**config.mk**
```make
export PLATFORM = sky130hd
export DESIGN_NAME = mrab_bridge
export DESIGN_NICKNAME = d
export VERILOG_FILES = /design/src/logic/mrab_pkg.sv /design/src/logic/mrab_bridge.sv
export SDC_FILE = /design/constraint.sdc
export NUM_CORES = 1
export LEC_CHECK = 0
export ABC_AREA = 1
export BUFFER_PORTS_ARGS = -buffer_cell sky130_fd_sc_hd__buf_4
export CAP_MARGIN = 20
export CORE_AREA = 2 2 153 155
export DETAILED_ROUTE_END_ITERATION = 8
export DIE_AREA = 0 0 155 157
export SLEW_MARGIN = 20
export SYNTH_ARGS = -nofsm -noshare
export SYNTH_HDL_FRONTEND = slang
export SYNTH_SLANG_ARGS = --single-unit
```
**constraint.sdc**
```tcl
create_clock -name CLOCK -period 7 [get_ports CLOCK]
set_input_delay 1.4 -clock CLOCK [delete_from_list [all_inputs] [get_ports CLOCK]]
set_output_delay 1.4 -clock CLOCK [all_outputs]
set_load 0.01 [all_outputs]
```
**src/logic/mrab_pkg.sv**
```systemverilog
package mrab_pkg;

  // Memory type, cache policy and transfer size encodings
  localparam logic [1:0] MRAB_MT_NORMAL = 2'h0;
  localparam logic [1:0] MRAB_MT_DEVICE = 2'h1;
  localparam logic [1:0] MRAB_MT_STRONG = 2'h2;
  localparam logic [1:0] MRAB_CP_NONE   = 2'h0;
  localparam logic [1:0] MRAB_CP_WR_THRU = 2'h1;
  localparam logic [1:0] MRAB_CP_WR_BACK = 2'h2;
  localparam logic [1:0] MRAB_SZ_BYTE   = 2'h0;
  localparam logic [1:0] MRAB_SZ_HALF   = 2'h1;
  localparam logic [1:0] MRAB_SZ_WORD   = 2'h2;

  // Fixed map: region code is address bits 31:29
  localparam logic [2:0] MRAB_RG_CODE    = 3'h0;
  localparam logic [2:0] MRAB_RG_SRAM    = 3'h1;
  localparam logic [2:0] MRAB_RG_PERIPH  = 3'h2;
  localparam logic [2:0] MRAB_RG_XRAM_BACK = 3'h3;
  localparam logic [2:0] MRAB_RG_XRAM_THRU = 3'h4;
  localparam logic [2:0] MRAB_RG_XDEV_SH = 3'h5;
  localparam logic [2:0] MRAB_RG_XDEV_NS = 3'h6;
  localparam logic [2:0] MRAB_RG_SYSTEM  = 3'h7;
  // Private core-peripheral bus: address bits 31:20 equal to this
  localparam logic [11:0] MRAB_PCPB_TAG  = 12'hE00;

  // Alias regions: address bits 31:25 (0x22000000 and 0x42000000)
  localparam logic [6:0] MRAB_SRAM_ALIAS_TAG   = 7'h11;
  localparam logic [6:0] MRAB_PERIPH_ALIAS_TAG = 7'h21;
  // Bit-band byte offset is alias bits 24:5, bit number bits 4:2
  localparam int MRAB_BB_OFS_HI = 24;
  localparam int MRAB_BB_OFS_LO = 5;
  localparam int MRAB_BB_BIT_HI = 4;
  localparam int MRAB_BB_BIT_LO = 2;

  localparam logic [31:0] MRAB_ALIAS_ONE  = 32'h0000_0001;
  localparam logic [31:0] MRAB_ALIAS_ZERO = 32'h0000_0000;

  typedef struct packed {
    logic [1:0] mtype;
    logic       shareable;
    logic [1:0] cache;
    logic       execute_never;
  } mrab_attr_s;

  typedef struct packed {
    logic        valid;
    logic [31:0] addr;
    logic        write;
    logic [1:0]  size;
    logic [31:0] wdata;
    logic        instr;
    logic        spec;
  } mrab_core_req_s;

  typedef struct packed {
    logic        valid;
    logic [31:0] rdata;
    logic        err;
    logic        blocked;
  } mrab_core_rsp_s;

  typedef struct packed {
    logic        valid;
    logic [31:0] addr;
    logic        write;
    logic [1:0]  size;
    logic [31:0] wdata;
    logic        lock;
    mrab_attr_s  attr;
  } mrab_bus_req_s;

  typedef struct packed {
    logic        done;
    logic [31:0] rdata;
    logic        err;
  } mrab_bus_rsp_s;

  typedef struct packed {
    logic       hit;
    mrab_attr_s attr;
  } mrab_prot_s;

  typedef struct packed {
    logic valid;
    logic sync;
  } mrab_bar_s;

endpackage

```
**src/logic/mrab_bridge.sv**
```systemverilog
// Operation
// - Normal memory: reorder allowed, speculative reads allowed
// - Device accesses keep order among Device/Strongly-ordered
// - Strongly-ordered keeps all order, writes never buffered
// - Strongly-ordered always shareable, coherent across masters
// - Block execute-never fetches; fault only on execution
// - Code region: Normal, write-through no allocate
// - SRAM region: Normal, write-back write allocate
// - Peripheral region: Device memory
// - External RAM: write-back low half, write-through high
// - External device: shareable low, non-shareable high
// - Core peripheral bus strongly-ordered; above it vendor Device
// - Protection unit overrides default region attributes
// - Bit-band lowest megabyte, each through own alias
// - Peripheral alias data remapped; instruction access refused
// - Alias write: atomic read-modify-write, one bit
// - Direct bit-band range accesses behave as ordinary accesses to their region
// - Alias transfers keep originating transfer size
// - Alias address: base plus 32*byte plus 4*bit
// - SRAM alias base hits first SRAM byte
// - Top SRAM alias word: last byte, bit 7
// - Instruction prefetch, including speculative branch targets
// - Data barrier and synchronization barrier wait for completion
// - Alias write uses only value bit 0
// - Alias read returns one or zero word
module mrab_bridge
(
  // Clock, reset, enable
  input  wire logic                    CLOCK,
  input  wire logic                    RST,
  input  wire logic                    CE,
  // Core request and response
  input  wire mrab_pkg::mrab_core_req_s CORE_REQ,
  output logic                         CORE_REQ_READY,
  output mrab_pkg::mrab_core_rsp_s     CORE_RSP,
  // Protection unit lookup for the presented request address
  input  wire mrab_pkg::mrab_prot_s    PROT,
  // Barriers
  input  wire mrab_pkg::mrab_bar_s     BAR_REQ,
  output logic                         BAR_READY,
  output logic                         BAR_DONE,
  output logic                         BAR_DONE_SYNC,
  // Execution of a blocked fetch
  input  wire logic                    EXEC_VALID,
  input  wire logic                    EXEC_BLOCKED,
  output logic                         EXEC_NEVER_FAULT,
  // System bus
  output mrab_pkg::mrab_bus_req_s      BUS_REQ,
  input  wire mrab_pkg::mrab_bus_rsp_s BUS_RSP
);
  import mrab_pkg::*;

  typedef enum logic [6:0]
  {
    ST_IDLE   = 7'b000_0001,
    ST_RD     = 7'b000_0010,
    ST_WR     = 7'b000_0100,
    ST_RMW_RD = 7'b000_1000,
    ST_RMW_WR = 7'b001_0000,
    ST_SPARE1 = 7'b010_0000,
    ST_SPARE2 = 7'b100_0000
  } mrab_st_e;

  typedef struct packed {
    mrab_st_e       st;
    logic           req_ready;
    logic           bar_ready;
    mrab_core_rsp_s rsp;
    mrab_bus_req_s  bus;
    logic           bar_done;
    logic           bar_done_sync;
    logic           bar_pend;
    logic           bar_pend_sync;
    logic           exec_fault;
    logic           bb;
    logic [4:0]     bb_pos;
    logic           bb_wval;
    logic           posted;
  } mrab_state_s;

  mrab_state_s s_r;
  mrab_state_s s_nxt;

  // Fixed address decode into type, shareability, cache policy
  function automatic mrab_attr_s decode(input logic [31:0] a);
    mrab_attr_s r;
    r = '{MRAB_MT_DEVICE, 1'b0, MRAB_CP_NONE, 1'b1};
    case (a[31:29])
      MRAB_RG_CODE:      r = '{MRAB_MT_NORMAL, 1'b0, MRAB_CP_WR_THRU, 1'b0};
      MRAB_RG_SRAM:      r = '{MRAB_MT_NORMAL, 1'b0, MRAB_CP_WR_BACK, 1'b0};
      MRAB_RG_PERIPH:    r = '{MRAB_MT_DEVICE, 1'b0, MRAB_CP_NONE, 1'b1};
      MRAB_RG_XRAM_BACK: r = '{MRAB_MT_NORMAL, 1'b0, MRAB_CP_WR_BACK, 1'b0};
      MRAB_RG_XRAM_THRU: r = '{MRAB_MT_NORMAL, 1'b0, MRAB_CP_WR_THRU, 1'b0};
      MRAB_RG_XDEV_SH: r = '{MRAB_MT_DEVICE, 1'b1, MRAB_CP_NONE, 1'b1};
      MRAB_RG_XDEV_NS: r = '{MRAB_MT_DEVICE, 1'b0, MRAB_CP_NONE, 1'b1};
      MRAB_RG_SYSTEM:
      begin
        if (a[31:20] == MRAB_PCPB_TAG)
          r = '{MRAB_MT_STRONG, 1'b1, MRAB_CP_NONE, 1'b1};
        else
          r = '{MRAB_MT_DEVICE, 1'b0, MRAB_CP_NONE, 1'b1};
      end
      default: r = '{MRAB_MT_DEVICE, 1'b0, MRAB_CP_NONE, 1'b1};
    endcase
    return r;
  endfunction

  // Align an address down to the transfer size
  function automatic logic [31:0] align(input logic [31:0] a, input logic [1:0] sz);
    logic [31:0] r;
    r = a;
    if (sz == MRAB_SZ_HALF)
      r = {a[31:1], 1'b0};
    else if (sz == MRAB_SZ_WORD)
      r = {a[31:2], 2'b00};
    return r;
  endfunction

  // Request decode, combinational on the presented request
  mrab_attr_s  attr;
  logic        is_alias;
  logic [31:0] bb_addr;
  logic [4:0]  bb_pos;
  logic        take_req;
  logic        take_bar;

  // Attribute selection and alias remap
  always_comb
  begin
    attr = decode(CORE_REQ.addr);
    if (PROT.hit)
      attr = PROT.attr;
    if (attr.mtype == MRAB_MT_STRONG)
      attr.shareable = 1'b1;
    is_alias = (CORE_REQ.addr[31:25] == MRAB_SRAM_ALIAS_TAG) ||
               (CORE_REQ.addr[31:25] == MRAB_PERIPH_ALIAS_TAG);
    // Region base keeps bits 31:29, byte offset from the alias word
    bb_addr = {CORE_REQ.addr[31:29], 9'h000,
               CORE_REQ.addr[MRAB_BB_OFS_HI:MRAB_BB_OFS_LO]};
    bb_pos = {bb_addr[1:0], CORE_REQ.addr[MRAB_BB_BIT_HI:MRAB_BB_BIT_LO]};
    take_req = CORE_REQ.valid && s_r.req_ready;
    take_bar = BAR_REQ.valid && s_r.bar_ready;
  end

  // Next state of the whole bridge
  always_comb
  begin
    s_nxt = s_r;
    s_nxt.rsp.valid = 1'b0;
    s_nxt.bar_done = 1'b0;
    s_nxt.bar_done_sync = 1'b0;
    s_nxt.exec_fault = EXEC_VALID && EXEC_BLOCKED;
    case (s_r.st)
      ST_IDLE:
      begin
        // Nothing is outstanding in idle, so a barrier completes at once
        if (take_bar)
        begin
          s_nxt.bar_done = 1'b1;
          s_nxt.bar_done_sync = BAR_REQ.sync;
        end
        if (take_req)
        begin
          s_nxt.rsp.rdata = MRAB_ALIAS_ZERO;
          s_nxt.rsp.err = 1'b0;
          s_nxt.rsp.blocked = 1'b0;
          s_nxt.bb = 1'b0;
          s_nxt.posted = 1'b0;
          s_nxt.bus.attr = attr;
          s_nxt.bus.size = CORE_REQ.size;
          s_nxt.bus.wdata = CORE_REQ.wdata;
          s_nxt.bus.lock = 1'b0;
          if (CORE_REQ.instr && (attr.execute_never || is_alias))
          begin
            // Fetch blocked without bus access; fault waits for execution
            s_nxt.rsp.valid = 1'b1;
            s_nxt.rsp.blocked = 1'b1;
          end
          else if (CORE_REQ.spec && (attr.mtype != MRAB_MT_NORMAL || is_alias))
          begin
            // Speculation only reaches Normal memory
            s_nxt.rsp.valid = 1'b1;
            s_nxt.rsp.err = 1'b1;
          end
          else
          begin
            s_nxt.bus.valid = 1'b1;
            s_nxt.req_ready = 1'b0;
            s_nxt.bar_ready = 1'b0;
            s_nxt.bus.addr = align(CORE_REQ.addr, CORE_REQ.size);
            s_nxt.bus.write = CORE_REQ.write && !is_alias;
            if (is_alias)
            begin
              s_nxt.bb = 1'b1;
              s_nxt.bb_pos = bb_pos;
              s_nxt.bb_wval = CORE_REQ.wdata[0];
              s_nxt.bus.addr = align(bb_addr, CORE_REQ.size);
              s_nxt.bus.attr = decode(bb_addr);
              if (PROT.hit)
                s_nxt.bus.attr = PROT.attr;
              if (s_nxt.bus.attr.mtype == MRAB_MT_STRONG)
                s_nxt.bus.attr.shareable = 1'b1;
              if (CORE_REQ.write)
              begin
                s_nxt.bus.lock = 1'b1;
                s_nxt.st = ST_RMW_RD;
              end
              else
                s_nxt.st = ST_RD;
            end
            else if (CORE_REQ.write)
            begin
              s_nxt.st = ST_WR;
              if (attr.mtype != MRAB_MT_STRONG)
              begin
                // Buffered write: answer now, barriers may queue behind it
                s_nxt.posted = 1'b1;
                s_nxt.rsp.valid = 1'b1;
                s_nxt.bar_ready = 1'b1;
              end
            end
            else
              s_nxt.st = ST_RD;
          end
        end
      end
      ST_RD:
      begin
        if (BUS_RSP.done)
        begin
          s_nxt.bus.valid = 1'b0;
          s_nxt.rsp.valid = 1'b1;
          s_nxt.rsp.err = BUS_RSP.err;
          if (s_r.bb)
            s_nxt.rsp.rdata = BUS_RSP.rdata[s_r.bb_pos] ? MRAB_ALIAS_ONE
                                                        : MRAB_ALIAS_ZERO;
          else
            s_nxt.rsp.rdata = BUS_RSP.rdata;
          s_nxt.st = ST_IDLE;
          s_nxt.req_ready = 1'b1;
          s_nxt.bar_ready = 1'b1;
        end
      end
      ST_WR:
      begin
        // A barrier taken behind a buffered write waits for its completion
        if (take_bar)
        begin
          s_nxt.bar_pend = 1'b1;
          s_nxt.bar_pend_sync = BAR_REQ.sync;
          s_nxt.bar_ready = 1'b0;
        end
        if (BUS_RSP.done)
        begin
          s_nxt.bus.valid = 1'b0;
          s_nxt.rsp.valid = !s_r.posted;
          s_nxt.rsp.err = BUS_RSP.err;
          s_nxt.bar_done = s_r.bar_pend || take_bar;
          s_nxt.bar_done_sync = s_r.bar_pend ? s_r.bar_pend_sync : BAR_REQ.sync;
          s_nxt.bar_pend = 1'b0;
          s_nxt.bar_pend_sync = 1'b0;
          s_nxt.st = ST_IDLE;
          s_nxt.req_ready = 1'b1;
          s_nxt.bar_ready = 1'b1;
        end
      end
      ST_RMW_RD:
      begin
        if (BUS_RSP.done)
        begin
          if (BUS_RSP.err)
          begin
            s_nxt.bus.valid = 1'b0;
            s_nxt.bus.lock = 1'b0;
            s_nxt.rsp.valid = 1'b1;
            s_nxt.rsp.err = 1'b1;
            s_nxt.st = ST_IDLE;
            s_nxt.req_ready = 1'b1;
            s_nxt.bar_ready = 1'b1;
          end
          else
          begin
            // Locked write back with only the target bit changed
            s_nxt.bus.write = 1'b1;
            s_nxt.bus.wdata = BUS_RSP.rdata;
            s_nxt.bus.wdata[s_r.bb_pos] = s_r.bb_wval;
            s_nxt.st = ST_RMW_WR;
          end
        end
      end
      ST_RMW_WR:
      begin
        if (BUS_RSP.done)
        begin
          s_nxt.bus.valid = 1'b0;
          s_nxt.bus.lock = 1'b0;
          s_nxt.rsp.valid = 1'b1;
          s_nxt.rsp.err = BUS_RSP.err;
          s_nxt.st = ST_IDLE;
          s_nxt.req_ready = 1'b1;
          s_nxt.bar_ready = 1'b1;
        end
      end
      default:
      begin
        s_nxt.st = ST_IDLE;
        s_nxt.bus.valid = 1'b0;
        s_nxt.bus.lock = 1'b0;
        s_nxt.req_ready = 1'b1;
        s_nxt.bar_ready = 1'b1;
      end
    endcase
  end

  // State register, frozen while the enable is low
  always_ff @(posedge CLOCK or posedge RST)
  begin
    if (RST)
    begin
      s_r <= '0;
      s_r.st <= ST_IDLE;
      s_r.req_ready <= 1'b1;
      s_r.bar_ready <= 1'b1;
    end
    else if (CE)
      s_r <= s_nxt;
  end

  // Outputs straight from the state register
  assign CORE_REQ_READY = s_r.req_ready;
  assign CORE_RSP       = s_r.rsp;
  assign BAR_READY      = s_r.bar_ready;
  assign BAR_DONE       = s_r.bar_done;
  assign BAR_DONE_SYNC  = s_r.bar_done_sync;
  assign EXEC_NEVER_FAULT = s_r.exec_fault;
  assign BUS_REQ        = s_r.bus;

endmodule

```
## Word level (Yosys, flattened, before mapping)

Cells that the tools add are included.

| operators by class | value |
|---|---|
| magnitude comparators | 2 |
| equality and inequality tests | 32 |
| multiplexer cells | 80 |
| bitwise logic cells | 3 |
| reduce and logical (&&, ||, !) cells | 38 |

Operators with widths:

| kind | count |
|---|---|
| $pmux W32 S2 | 2 |
| $mux W119 | 1 |
| $mux W34 | 2 |
| $mux W32 | 2 |
| $pmux W6 S5 | 2 |
| $mux W6 | 8 |
| $pmux W9 S5 | 1 |
| $mux W43 | 1 |
| $mux W7 | 5 |
| $mux W33 | 1 |
| $bwmux W32 | 1 |
| $mux W10 | 3 |
| $mux W29 | 1 |
| $mux W1 | 24 |
| $reduce_and A7 Y1 | 3 |
| $ne A2 B2 Y1 const B | 10 |
| $mux W2 | 9 |
| $mux W9 | 2 |
| $reduce_and A9 Y1 | 2 |
| $mux W8 | 2 |
| $eq A7 B5 Y1 const B | 2 |
| $eq A12 B12 Y1 const B | 1 |
| $eq A3 B3 Y1 const B | 4 |
| $reduce_and A6 Y1 | 2 |
| 36 further kinds | 64 |

| storage, ports and cells | value |
|---|---|
| bits in registers | 132 |
| bits of input ports | 118 |
| word-level logic and storage cells | 181 |

## Depth between registers and ports, before layout

Gate-level depths: netlist of run 1.

| depth | value |
|---|---|
| depth in word-level cells | 18 |
| mapped depth | 14 |
| depth with buffers taken out | 14 |

## Worst setup path after synthesis of run 1

Ideal clock, no wire load.

| timing | value |
|---|---|
| kind | input port to flip-flop |
| start point | input port CORE_REQ[63] (netlist bit) |
| end point | register s_r[5] (netlist bit) |
| setup time | 115 ps |
| arrival time | 2580 ps |
| setup slack | 4305 ps |
| cell stages on the path | 13 |
| path buffers | 1 |
| cells stage by stage | nor2_2 -> nand2_1 -> nor2_1 -> nand2_1 -> nand2_1 -> nand2_1 -> nand2_1 -> nand3_2 -> nand2_4 -> nand2_8 -> buf_6 -> o21ai_2 -> inv_2 |

| on the way | value |
|---|---|
| longest elaborated chain between the ends | 9 |
| elaborated cells between the ends (all ways) | 15 |

Ends and longest elaborated chain:

| what | RTL line | text |
|---|---|---|
| start, declared | mrab_bridge.sv:33 | `input wire mrab_pkg::mrab_core_req_s CORE_REQ,` |
| $eq A12 B12 Y1 | mrab_bridge.sv:98 | `if (a[31:20] == MRAB_PCPB_TAG)` |
| $mux W6 | mrab_bridge.sv:98 |  |
| $pmux W6 S5 | mrab_bridge.sv:88 | `case (a[31:29])` |
| $mux W6 | mrab_bridge.sv:131 | `if (PROT.hit)` |
| $reduce_bool A2 Y1 | mrab_bridge.sv:179 | `else if (CORE_REQ.spec && (attr.mtype != MRAB_MT_NORMAL \|\| is_alias))` |
| $logic_or A1 B1 Y1 | mrab_bridge.sv:179 |  |
| $logic_and A1 B1 Y1 | mrab_bridge.sv:179 |  |
| $not A1 Y1 (no source line) | -- |  |
| $reduce_and A6 Y1 (no source line) (*) | -- |  |
| end signal, assigned | mrab_bridge.sv:326 | `s_r <= s_nxt;` |
| end, declared | mrab_bridge.sv:81 | `mrab_state_s s_r;` |

Mark *: on every way between the ends. The rest lies on a longest branch, timed or not.
A chain may end at the register's enable or synchronous reset.

## Final worst setup path of run 1

| timing | value |
|---|---|
| start point | register s_r[125] (netlist bit) |
| end point | register s_r (netlist bit BUS_REQ[35]) |

| on the way | value |
|---|---|
| longest elaborated chain between the ends | 3 |
| elaborated cells between the ends (all ways) | 8 |

Ends and longest elaborated chain:

| what | RTL line | text |
|---|---|---|
| $eq A7 B4 Y1 / $eq A7 B1 Y1 (equally long branches) | mrab_bridge.sv:153 | `case (s_r.st)` |
| $ne A2 B2 Y1 (no source line) / $reduce_bool A2 Y1 (equally long branches) | -- |  |
| $reduce_and A5 Y1 (no source line) | -- |  |

Several ways; a longest one is shown, not always the timed one.

==> impl_summary.log, run 1 <==
INFO  metric run_status = finished clean
INFO  metric max_freq = approximately 0.31 GHz
INFO  metric worst-endpoint-required = ~7300 ps
INFO  metric cts_setup_buffers = 0
INFO  metric port-buffer-count = 232
INFO  metric r2r.worst_path.cells = 10
INFO  metric clock_latency = 420 ps
INFO  metric dominantRegCellSynth = dfrtp_1
INFO  metric numCtsBuffers = 17
INFO  metric synth_area_leader_cell = dfrtp_1
INFO  metric final_cell_mix = buf_4 (236), nand2_1 (199), dfrtp_1 (127), nor2_1 (86), nand3_1 (74)
INFO  metric syn_to_final_growth = 21.6%
INFO  metric internal-power = 2.27 mW
INFO  metric finalWeightedCongestion = about 0.87
INFO  metric synth_enable_flop_cells = 0
INFO  metric boundaryPins = ~230
INFO  metric vias_per_cell = 5.07
INFO  metric gr-usage-all-layers = 19.7%
INFO  metric worst_ep_arrival_time = 3550 ps
INFO  metric final_hold_viol_count = 0
INFO  metric cts.htree.levels = 4
INFO  metric routedWlPerCell = around 18 um
INFO  metric async_flop_share = 100%
INFO  metric totalPowerFinal = 3.49 mW
INFO  metric min_period_over_period = 46.4%
INFO  metric crit_path_start = s_r[125]$_DFFE_PP1P_
INFO  metric cts_hold_buffers = 0
INFO  metric final.setup_skew = 7.21 ps
INFO  metric timing.max_cap.violations = 0
INFO  metric timing.slew.headroom = 27.9%
INFO  metric crit_path_start_kind = register
INFO  metric timing_worst_setup_path_type = reg2reg
INFO  metric die_width = around 160 um
INFO  metric worst_setup_hold_path_clk_slew = 60 ps
INFO  metric p_seq_share = 35.6%
INFO  metric post_synthesis_cell_area = 0.00783 mm^2
INFO  metric setup_viol = 0
INFO  metric wirelength = 24.3 mm
INFO  metric synth.area.mux_share = 1.53%
INFO  metric timing_max_transition_violations_final = 0
INFO  metric post_cts_resized = 0
INFO  metric syn_avg_cell_area = slightly above 8 um^2
INFO  metric whs_path_depth = 2
INFO  metric synthDominantCellAreaShare = roughly two fifths
INFO  metric power.ir.vdd_worst = 0.155 mV
INFO  metric global_route_wire_length_before_repair = about 37 mm
INFO  metric crit_path_end_kind = register
INFO  metric drt_drc_violations_left = 0
INFO  metric p_leak = between 4 and 5 nW
INFO  metric synthesized_instance_count = 966
INFO  metric fp-row-count = 55
INFO  metric clockRootBuffer = clkbuf_16
INFO  metric drive_above_1_share = 28.5%
INFO  metric tightest_slew = 1080 ps
INFO  metric post_synth_xor_area_fraction = 0%
INFO  metric final_common_cell = buf_4
INFO  metric grt_setup_unrepaired = no
INFO  metric power_per_cell_area = 367 mW/mm^2
INFO  metric synth-adder-area-share = 0%
INFO  metric total_switching_power = 1.22 mW
INFO  metric die_outline_area = 0.0243 mm^2
INFO  metric power_frac_clock = approximately 28%
INFO  metric synth_nets = 1,084
INFO  metric setup_tns = 0 ps
INFO  metric yosys.area_share.simple = 23.2%
INFO  metric hold_path.class = reg2reg
INFO  metric synth_top_family_by_area = simple AND/OR/NAND/NOR gates
INFO  metric timing.rr.start = s_r[125]$_DFFE_PP1P_
INFO  metric cts_tree = done
INFO  metric coreArea = about 0.023 mm^2
INFO  metric synth.area.top_cells = dfrtp_1 (41%), buf_4 (11%), nand2_1 (9.5%)
INFO  metric grt_max_degree = 82
INFO  metric antenna_found_initial = 1
INFO  metric worst-r2r-setup-slack = roughly 3800 ps
INFO  metric die_height = between 150 and 200 um
INFO  metric finalNetCount = 1,184
INFO  metric global_route.overflow_total = 0
INFO  metric ant_nets = 0
INFO  metric ys_seq_area_share = 41.6%
INFO  metric power.switching_fraction = 35.0%
INFO  metric power.combinational.fraction = 36.9%
INFO  metric min_from = BAR_READY$_DFFE_PP1P_
INFO  metric first_pass_iters = 5
INFO  metric min_period = about 3300 ps
INFO  metric endpoint_worst_hold = BAR_READY$_DFFE_PP1P_
INFO  metric num_vias = 6,910
INFO  metric num_antenna_cells = 0
INFO  metric hpwlAfterDp = 18.2 mm
INFO  metric cts.path.max_buffers = 2
INFO  metric cts.sink_count = 130
INFO  metric first_iter_violations = between 500 and 600
INFO  metric yosysUniqueCellTypes = 49
INFO  metric grt_pass1_vias = 6,675
INFO  metric floorplan.initialDensity = 34.8%
INFO  metric synth_compound_area_share = around 16%
INFO  metric filler_cell_count_in_the_final_layout = 2,282
INFO  metric worst_r2r_endpoint = BUS_REQ[35]$_DFFE_PP0P_
INFO  metric synth-seq-cells = 130
INFO  metric cp_max_fo = 58
INFO  metric ys.warnings.count = 0
-- routing by layer --
| metal | global-route usage (%) | vias up | part of all wire [%] |
|---|---|---|---|
| li1 | - | 3353 | - |
| met1 | 25.0 | 3260 | 43 |
| met2 | 33.4 | 264 | 49 |
| met3 | 5.18 | 31 | 7.2 |
| met4 | 5.16 | 2 | 1.6 |
| met5 | 0 | - | 0.066 |
-- cells by family (layout without fill, tap and decap cells) --
logic type	after synthesis	after routing
buffers and inverters	228	341
AND/OR/NAND/NOR	400	400
flip-flops	130	130
multiplexers	12	12
AO/OA/AOI/OAI	196	196
-- Yosys cell counts, drive strengths merged, types with 2 or more instances --
library cell    n
a21oi          18
a22oi           7
a31oi          28
a32o           27
buf           135
clkbuf         20
clkinv          3
dfrtp         127
dfstp           3
inv            70
mux2i          12
nand2         207
nand3          78
nand3b          3
nand4           2
nor2           96
nor3           12
nor4            2
o211ai         16
o21ai          85
o221ai          4
o311ai          4
-- metrics by stage --
step	instances	setup WS, ps	area, um^2	utilization [%]	hold WS, ps
final	1364	3750	9520	42.3	476
after floorplan	966	2140	7830	-	443
after CTS	1364	3780	9520	42.3	478
after global routing	1364	3450	9520	42.3	486
after global placement	1332	3670	8890	39.5	461
after detailed placement	1332	3610	8890	39.5	467
-- area by class of cell --
type	count	area (um^2)	area share (%)
Inverter	73	287	3.01
Clock buffer	20	447	4.69
Timing Repair Buffer	236	1770	18.6
Sequential cell	130	3260	34.2
Tap cell	285	357	3.75
Clock inverter	12	181	1.91
Multi-Input combinational cell	608	3220	33.8
-- critical path: stages, from the launching register on --
cell	delay, ps
dfstp_2	580
nor2_2	60
nand3_2	580
inv_2	450
nand2_1	190
nand3_2	150
a21oi_4	170
buf_4	500
inv_1	260
nand2_1	110
nand2_1	60
-- how the worst max path moves through the flow --
stage / slack [ps] / end / cells past startpoint
detailed placement: 3610 / BUS_REQ[43]$_DFFE_PP0P_ / 13
global route: 3450 / BUS_REQ[35]$_DFFE_PP0P_ / 10
finish: 3750 / BUS_REQ[35]$_DFFE_PP0P_ / 10
global placement: 3670 / BUS_REQ[43]$_DFFE_PP0P_ / 13
floorplan: 2140 / BAR_DONE$_DFFE_PP0P_ / 1
CTS: 3780 / BUS_REQ[35]$_DFFE_PP0P_ / 10
-- power groups by stage --
stage                     Sequential (mW)  Clock (mW)  Combinational (mW)
final                                1.24       0.962                1.29
after global routing                 1.28        1.02                1.42
after CTS                            1.24       0.983                1.30
after detailed placement             1.25           0                1.31
after global placement               1.25           0                1.28
after floorplan                      1.19           0                1.06
-- flip-flops by register name (all words and copies together) (netlist names) --
name	cells
BAR_DONE	1
BAR_DONE_SYNC	1
BAR_READY	1
BUS_REQ	75
CORE_REQ_READY	1
CORE_RSP	35
EXEC_NEVER_FAULT	1
s_r	15
Note: power is estimated with default switching activity, not from simulation.
==> inputs of run 2 (changes only) <==
--- a/config.mk
+++ b/config.mk
@@ -5,7 +5,7 @@
 export SDC_FILE = /design/constraint.sdc
 export NUM_CORES = 1
 export LEC_CHECK = 0
-export ABC_AREA = 1
+export ABC_AREA = 0
 export BUFFER_PORTS_ARGS = -buffer_cell sky130_fd_sc_hd__buf_4
 export CAP_MARGIN = 20
 export CORE_AREA = 2 2 153 155
==> constraint.sdc (replaced) <==
create_clock -name CLOCK -period 3.24 [get_ports CLOCK]
set_input_delay 0.648 -clock CLOCK [delete_from_list [all_inputs] [get_ports CLOCK]]
set_output_delay 0.648 -clock CLOCK [all_outputs]
set_load 0.01 [all_outputs]
==> impl_summary.log, run 2 <==
INFO  metric syn_to_final_growth = 22.7%
INFO  metric numCtsBuffers = 17 (unchanged)
INFO  metric max_freq = 0.380 GHz (+23%)
INFO  metric die_height = 157 um (unchanged)
INFO  metric grt_max_degree = 68 (-17%)
INFO  metric synthDominantCellAreaShare = 40.8% (+0.21 points)
INFO  metric wirelength = 23.1 mm (-5.3%)
INFO  metric final_common_cell = buf_4
INFO  metric cp_max_fo = 57 (-1.7%)
INFO  metric largest_register_ffs = 75 (unchanged)
INFO  metric drt_drc_violations_left = 0 (unchanged)
INFO  metric die_outline_area = 0.0243 mm^2 (unchanged)
INFO  metric cts_setup_buffers = 0 (unchanged)
INFO  metric fp-row-count = 55 (unchanged)
INFO  metric floorplan.initialDensity = 34.6% (-0.18 points)
INFO  metric setup_viol = 0 (unchanged)
INFO  metric worst_ep_arrival_time = 2950 ps (-600 ps)
INFO  metric grt_setup_unrepaired = no
INFO  metric total_switching_power = 2.46 mW (+100%)
INFO  metric antenna_found_initial = 0 (-1)
INFO  metric most_frequent_cell_after_synthesis = dfrtp_1
INFO  metric hpwlAfterDp = 17.3 mm (-4.8%)
INFO  metric worst_setup_hold_path_clk_slew = 60 ps (about the same)
INFO  metric timing_worst_setup_path_type = reg2reg
INFO  metric post_synthesis_cell_area = 0.00779 mm^2 (-0.51%)
INFO  metric cts_hold_buffers = 0 (unchanged)
INFO  metric drive_above_1_share = 33.8% (+5.4 points)
INFO  metric yosysUniqueCellTypes = 66 (+35%)
INFO  metric post-place-cells = 1,223 (-8.2%)
INFO  metric synth_nets = 979 (-9.7%)
INFO  metric first_pass_iters = 5 (unchanged)
INFO  metric synth_enable_flop_cells = 0 (unchanged)
INFO  metric timing_max_transition_violations_final = 0 (unchanged)
INFO  metric routedWlPerCell = 18.4 um (+2.9%)
INFO  metric synth_area_leader_cell = dfrtp_1
INFO  metric synth-seq-cells = 130 (unchanged)
INFO  metric finalNetCount = 1,075 (-9.2%)
INFO  metric cts.sink_count = 130 (unchanged)
INFO  metric final_hold_viol_count = 0 (unchanged)
INFO  metric p_leak = 4.44 nW (-5.0%)
INFO  metric cts.path.max_buffers = 2 (unchanged)
INFO  metric power.combinational.fraction = 36.0% (-0.9 points)
INFO  metric ys_seq_area_share = 41.8% (+0.21 points)
INFO  metric async_flop_share = 100% (unchanged)
INFO  metric setup_tns = 0 ps (unchanged)
INFO  metric timing.rr.start = s_r[129]$_DFFE_PP0P_
INFO  metric gr-usage-all-layers = 19.1% (-0.65 points)
INFO  metric dominantRegCellSynth = dfrtp_1
INFO  metric timing.max_cap.violations = 0 (unchanged)
INFO  metric timing.slew.headroom = 31.5% (+3.6 points)
INFO  metric power.switching_fraction = 34.5% (-0.48 points)
INFO  metric min_period_over_period = 81.3% (+35 points)
INFO  metric vias_per_cell = 5.13 (+1.3%)
INFO  metric syn_avg_cell_area = 9.05 um^2 (+12%)
INFO  metric num_vias = 6,442 (-6.8%)
INFO  metric ant_nets = 0 (unchanged)
INFO  metric run_status = finished clean
INFO  metric grt_pass1_vias = 6,173 (-7.5%)
INFO  metric cts.htree.levels = 4 (unchanged)
INFO  metric power_per_cell_area = 745 mW/mm^2 (+100%)
INFO  metric power_frac_clock = 27.6% (about the same)
INFO  metric crit_path_end_kind = register
INFO  metric clockRootBuffer = clkbuf_16
INFO  metric internal-power = 4.67 mW (+110%)
INFO  metric boundaryPins = 233 (unchanged)
INFO  metric fin_util = 42.5% (+0.17 points)
INFO  metric ys.warnings.count = 0 (unchanged)
INFO  metric synth_top_cells_by_count = dfrtp_1 (127), buf_4 (115), a21oi_1 (111)
INFO  metric final_cell_mix = buf_4 (240), dfrtp_1 (127), a21oi_1 (111), nor2_1 (92), nand2_1 (58)
INFO  metric min_period = 2630 ps (-617 ps)
INFO  metric first_iter_violations = 404 (-26%)
INFO  metric synth.area.top_cells = dfrtp_1 (41%), buf_4 (11%), a21oi_1 (7.1%)
INFO  metric coreArea = 0.0225 mm^2 (unchanged)
INFO  metric crit_path_start = s_r[129]$_DFFE_PP0P_
INFO  metric synthesized_instance_count = 861 (-11%)
INFO  metric worst-endpoint-required = 3560 ps (-3740 ps)
INFO  metric crit_path_start_kind = register
INFO  metric finalWeightedCongestion = 0.843 (-2.8%)
INFO  metric clock_latency = 430 ps (about the same)
INFO  metric power.ir.vdd_worst = 0.377 mV (+140%)
INFO  metric post_cts_resized = 0 (unchanged)
INFO  metric tightest_slew = 1030 ps (-50.6 ps)
INFO  metric global_route_wire_length_before_repair = 35.6 mm (-3.9%)
INFO  metric die_width = 155 um (unchanged)
INFO  metric cts_tree = done
INFO  metric final-instance-count-excl-fill = 1,255 (-8.0%)
INFO  metric global_route.overflow_total = 0 (unchanged)
INFO  metric num_antenna_cells = 0 (unchanged)
INFO  metric final.setup_skew = 12.5 ps (+5.25 ps)
INFO  metric p_seq_share = 36.4% (+0.8 points)
INFO  metric hold_path.class = in2async
INFO  metric port-buffer-count = 232 (unchanged)
## run 2: cell count changes in the layout (fill, tap and decap cells not counted), moves of 15 or more
cell	before	now
o21ai_1	32	0
o211ai_1	16	1
nand3_1	74	26
a32o_1	27	0
mux2i_1	12	31
a31oi_1	28	9
inv_1	59	19
a22o_1	0	30
nand2_1	199	58
mux2_2	0	17
a21oi_1	17	111
## run 2: power groups by stage
| stage | Combinational, mW | Clock (mW) | Sequential, mW |
|---|---|---|---|
| final | 2.56 | 1.97 | 2.59 |
| after global routing | 2.83 | 2.08 | 2.68 |
| after CTS | 2.59 | 2.01 | 2.60 |
| after detailed placement | 2.60 | 0 | 2.61 |
| after global placement | 2.56 | 0 | 2.61 |
| after floorplan | 2.09 | 0 | 2.48 |
## run 2: per-stage QoR
step | hold WS [ps] | area (um^2) | worst slack (ps) | total power, mW
2_1_floorplan | 450 | 7790 | 985 | 4.57
3_3_place_gp | 464 | 8970 | 584 | 5.17
3_5_place_dp | 477 | 8970 | 528 | 5.21
4_1_cts | 409 | 9560 | 620 | 7.20
5_1_grt | 435 | 9560 | 398 | 7.58
6_report | 390 | 9560 | 607 | 7.12
## run 2: worst paths after layout
path | slack [ps] | cells past startpoint | end
max in group asynchronous | 2150 | 3 | CORE_REQ_READY$_DFFE_PP1P_
hold / removal | 390 | 2 | CORE_RSP[5]$_DFFE_PP0P_
hold reg to reg | 480 | 2 | CORE_RSP[3]$_DFFE_PP0P_
min in group CLOCK | 450 | 3 | EXEC_NEVER_FAULT$_DFFE_PP0P_
setup / recovery | 610 | 6 | BUS_REQ[43]$_DFFE_PP0P_
setup reg to reg | 610 | 6 | BUS_REQ[43]$_DFFE_PP0P_
## run 2: kinds of logic (layout without fill, tap and decap cells)
family	Yosys count	count (layout)	synth area share [%]
AO/OA/AOI/OAI	235	235	18.4
XOR/XNOR	5	5	0.562
buffers and inverters	188	297	15.0
flip-flops	130	130	41.8
multiplexers	57	57	8.95
AND/OR/NAND/NOR	246	246	15.3
## run 2: area by class of cell
type	count	area (um^2)
Clock buffer	18	439
Fill cell	2215	12900
Timing Repair Buffer	245	1900
Sequential cell	130	3260
Clock inverter	14	151
Tap cell	285	357
Multi-Input combinational cell	543	3370
Inverter	20	78.8
## run 2: metal layers
metal / routed length [um] / share of wire (%) / GRT usage (%)
met1: 10500 / 46 / 26.4
met2: 10500 / 46 / 28.8
met3: 1520 / 6.6 / 5.20
met4: 490 / 2.1 / 6.75
met5: 0 / 0 / 0
## run 2: critical path, stage by stage, from the launching register on
cell     delay [ps]
dfrtp_1         500
nor4_1          380
and3_1          400
nand2_4         210
nor4_4          370
buf_12          290
mux2_2          370
==> inputs of run 3 (changes only) <==
==> constraint.sdc (replaced) <==
create_clock -name CLOCK -period 2.17 [get_ports CLOCK]
set_input_delay 0.434 -clock CLOCK [delete_from_list [all_inputs] [get_ports CLOCK]]
set_output_delay 0.434 -clock CLOCK [all_outputs]
set_load 0.01 [all_outputs]
==> impl_summary.log, run 3 (synthesis gave the netlist of run 2 again) <==
INFO  metric fp-row-count = 55 (unchanged)
INFO  metric numCtsBuffers = 17 (unchanged)
INFO  metric final_cell_mix = buf_4 (275), dfrtp_1 (127), a21oi_1 (111), nor2_1 (92), nand2_1 (58)
INFO  metric vias_per_cell = 5.05 (-1.6%)
INFO  metric routedWlPerCell = 17.8 um (-2.9%)
INFO  metric wirelength = 23.1 mm (about the same)
INFO  metric syn_to_final_growth = 27.8%
INFO  metric timing_worst_setup_path_type = reg2reg
INFO  metric setup_viol = 0 (unchanged)
INFO  metric global_route_wire_length_before_repair = 35.9 mm (+0.68%)
INFO  metric finalWeightedCongestion = 0.855 (+1.5%)
INFO  metric worst_setup_hold_path_clk_slew = 60 ps (about the same)
INFO  metric timing_max_transition_violations_final = 0 (unchanged)
INFO  metric timing.slew.headroom = 60.8% (+29 points)
INFO  metric timing.max_cap.violations = 0 (unchanged)
INFO  metric finalNetCount = 1,114 (+3.6%)
INFO  metric max_freq = 0.489 GHz (+29%)
INFO  metric power.ir.vdd_worst = 0.582 mV (+54%)
INFO  metric boundaryPins = 233 (unchanged)
INFO  metric r2r.worst_path.cells = 7 (+1)
INFO  metric timing.rr.start = s_r[126]$_DFFE_PP0P_
INFO  metric tightest_slew = 583 ps (-444 ps)
INFO  metric cts.sink_count = 130 (unchanged)
INFO  metric setup_tns = 0 ps (unchanged)
INFO  metric largest_register_ffs = 75 (unchanged)
INFO  metric final_common_cell = buf_4
INFO  metric min_period_over_period = 94.3% (+13 points)
INFO  metric drt_drc_violations_left = 0 (unchanged)
INFO  metric worst-endpoint-required = 2500 ps (-1060 ps)
INFO  metric die_width = 155 um (unchanged)
INFO  metric global_route.overflow_total = 0 (unchanged)
INFO  metric clockRootBuffer = clkbuf_16
INFO  metric worst_ep_arrival_time = 2380 ps (-570 ps)
INFO  metric grt_max_degree = 98 (+44%)
INFO  metric cts_tree = done
INFO  metric antenna_found_initial = 0 (unchanged)
INFO  metric stdcell_area = 0.00996 mm^2 (+4.2%)
INFO  metric cts_hold_buffers = 0 (unchanged)
INFO  metric floorplan.initialDensity = 34.6% (unchanged)
INFO  metric ant_nets = 0 (unchanged)
INFO  metric power_per_cell_area = 1100 mW/mm^2 (+48%)
INFO  metric first_pass_iters = 5 (unchanged)
INFO  metric die_outline_area = 0.0243 mm^2 (unchanged)
INFO  metric crit_path_start_kind = register
INFO  metric hpwlAfterDp = 17.5 mm (+1.5%)
INFO  metric worst_r2r_endpoint = BAR_READY$_DFFE_PP1P_
INFO  metric grt_setup_unrepaired = yes
INFO  metric final.setup_skew = 11.1 ps (-1.37 ps)
INFO  metric cts.htree.levels = 4 (unchanged)
INFO  metric die_height = 157 um (unchanged)
INFO  metric grt_pass1_vias = 6,403 (+3.7%)
INFO  metric p_leak = 4.66 nW (+4.8%)
INFO  metric min_period = 2050 ps (-586 ps)
INFO  metric final_hold_viol_count = 0 (unchanged)
INFO  metric drive_above_1_share = 36.7% (+2.9 points)
INFO  metric cp_max_fo = 7 (-88%)
INFO  metric gr-usage-all-layers = 19.0% (-0.054 points)
INFO  metric num_vias = 6,531 (+1.4%)
INFO  metric num_antenna_cells = 0 (unchanged)
INFO  metric cts.path.max_buffers = 2 (unchanged)
INFO  metric coreArea = 0.0225 mm^2 (unchanged)
INFO  metric port-buffer-count = 232 (unchanged)
INFO  metric worst-r2r-setup-slack = 120 ps (-480 ps)
INFO  metric cts_setup_buffers = 0 (unchanged)
INFO  metric run_status = finished clean
INFO  metric clock_latency = 410 ps (-20 ps)
INFO  metric first_iter_violations = 398 (-1.5%)
INFO  metric crit_path_end_kind = register
INFO  metric hold_path.class = in2async
INFO  metric postPlaceCellArea = 0.00926 mm^2 (+3.3%)
run 3: cell types whose count changed in the layout (fill, tap and decap cells not counted), moves of 2 or more:
cell        delta
buf_4         +35
inv_6          -4
clkinvlp_4     +2
bufinv_16      +2
buf_6          +3
clkinv_2       -2
run 3: per-layer routing:
metal  vias to the layer above  track usage (%)  wire (um)
li1                       3177                -          -
met1                      3131             27.0      11000
met2                       204             28.7      10400
met3                        19             4.41       1270
met4                         0             6.17        374
met5                         -                0          0
run 3: critical path, stage by stage, from the launching register on:
cell and delay [ps]:
dfrtp_1 410, nor4_4 310, buf_4 160, nand2_1 170, a31oi_1 330, o31ai_4 170, nand2_1 100, mux2_2 320
run 3: worst max path at each step:
stage	start	to	slack [ps]	depth (start not counted)
floorplan	CORE_REQ_READY$_DFFE_PP1P_	BUS_REQ[68]$_DFFE_PP0P_	100	7
global placement	CORE_REQ[57]	BUS_REQ[65]$_DFFE_PP0P_	-170	8
detailed placement	CORE_REQ[57]	BUS_REQ[60]$_DFFE_PP0P_	-220	8
CTS	s_r[129]$_DFFE_PP0P_	BUS_REQ[73]$_DFFE_PP0P_	8	7
global route	s_r[126]$_DFFE_PP0P_	s_r[4]$_DFFE_PP0P_	-8	8
finish	s_r[126]$_DFFE_PP0P_	BAR_READY$_DFFE_PP1P_	120	7
run 3: report_power, final:
group | switching (mW) | internal [mW]
logic | 1.97 | 2.04
registers | 0.554 | 3.31
clock network | 1.13 | 1.98
total | 3.65 | 7.34
run 3: timing repair:
item | in CTS | in global routing
resized for setup | 5 | 9
pin swaps | 0 | 3
setup endpoints to repair | 66 | 71
run 3: area by class of cell:
type | instances | area, um^2
fill | 2199 | 12500
multi-input combinational | 543 | 3420
sequential | 130 | 3260
timing repair buffer | 284 | 2210
clock buffer | 19 | 453
tap | 285 | 357
clock inverter | 12 | 181
inverter | 20 | 78.8
run 3: per-stage QoR:
step,setup WS (ps),std cells,hold slack (ps),total power [mW],util [%]
after global placement,-175,1262,463,7.83,41.2
after CTS,8.50,1293,179,11.1,44.1
after floorplan,100,861,450,6.82,-
after global routing,-7.96,1293,210,11.6,44.3
final,123,1293,169,11.0,44.3
after detailed placement,-224,1262,474,7.89,41.2
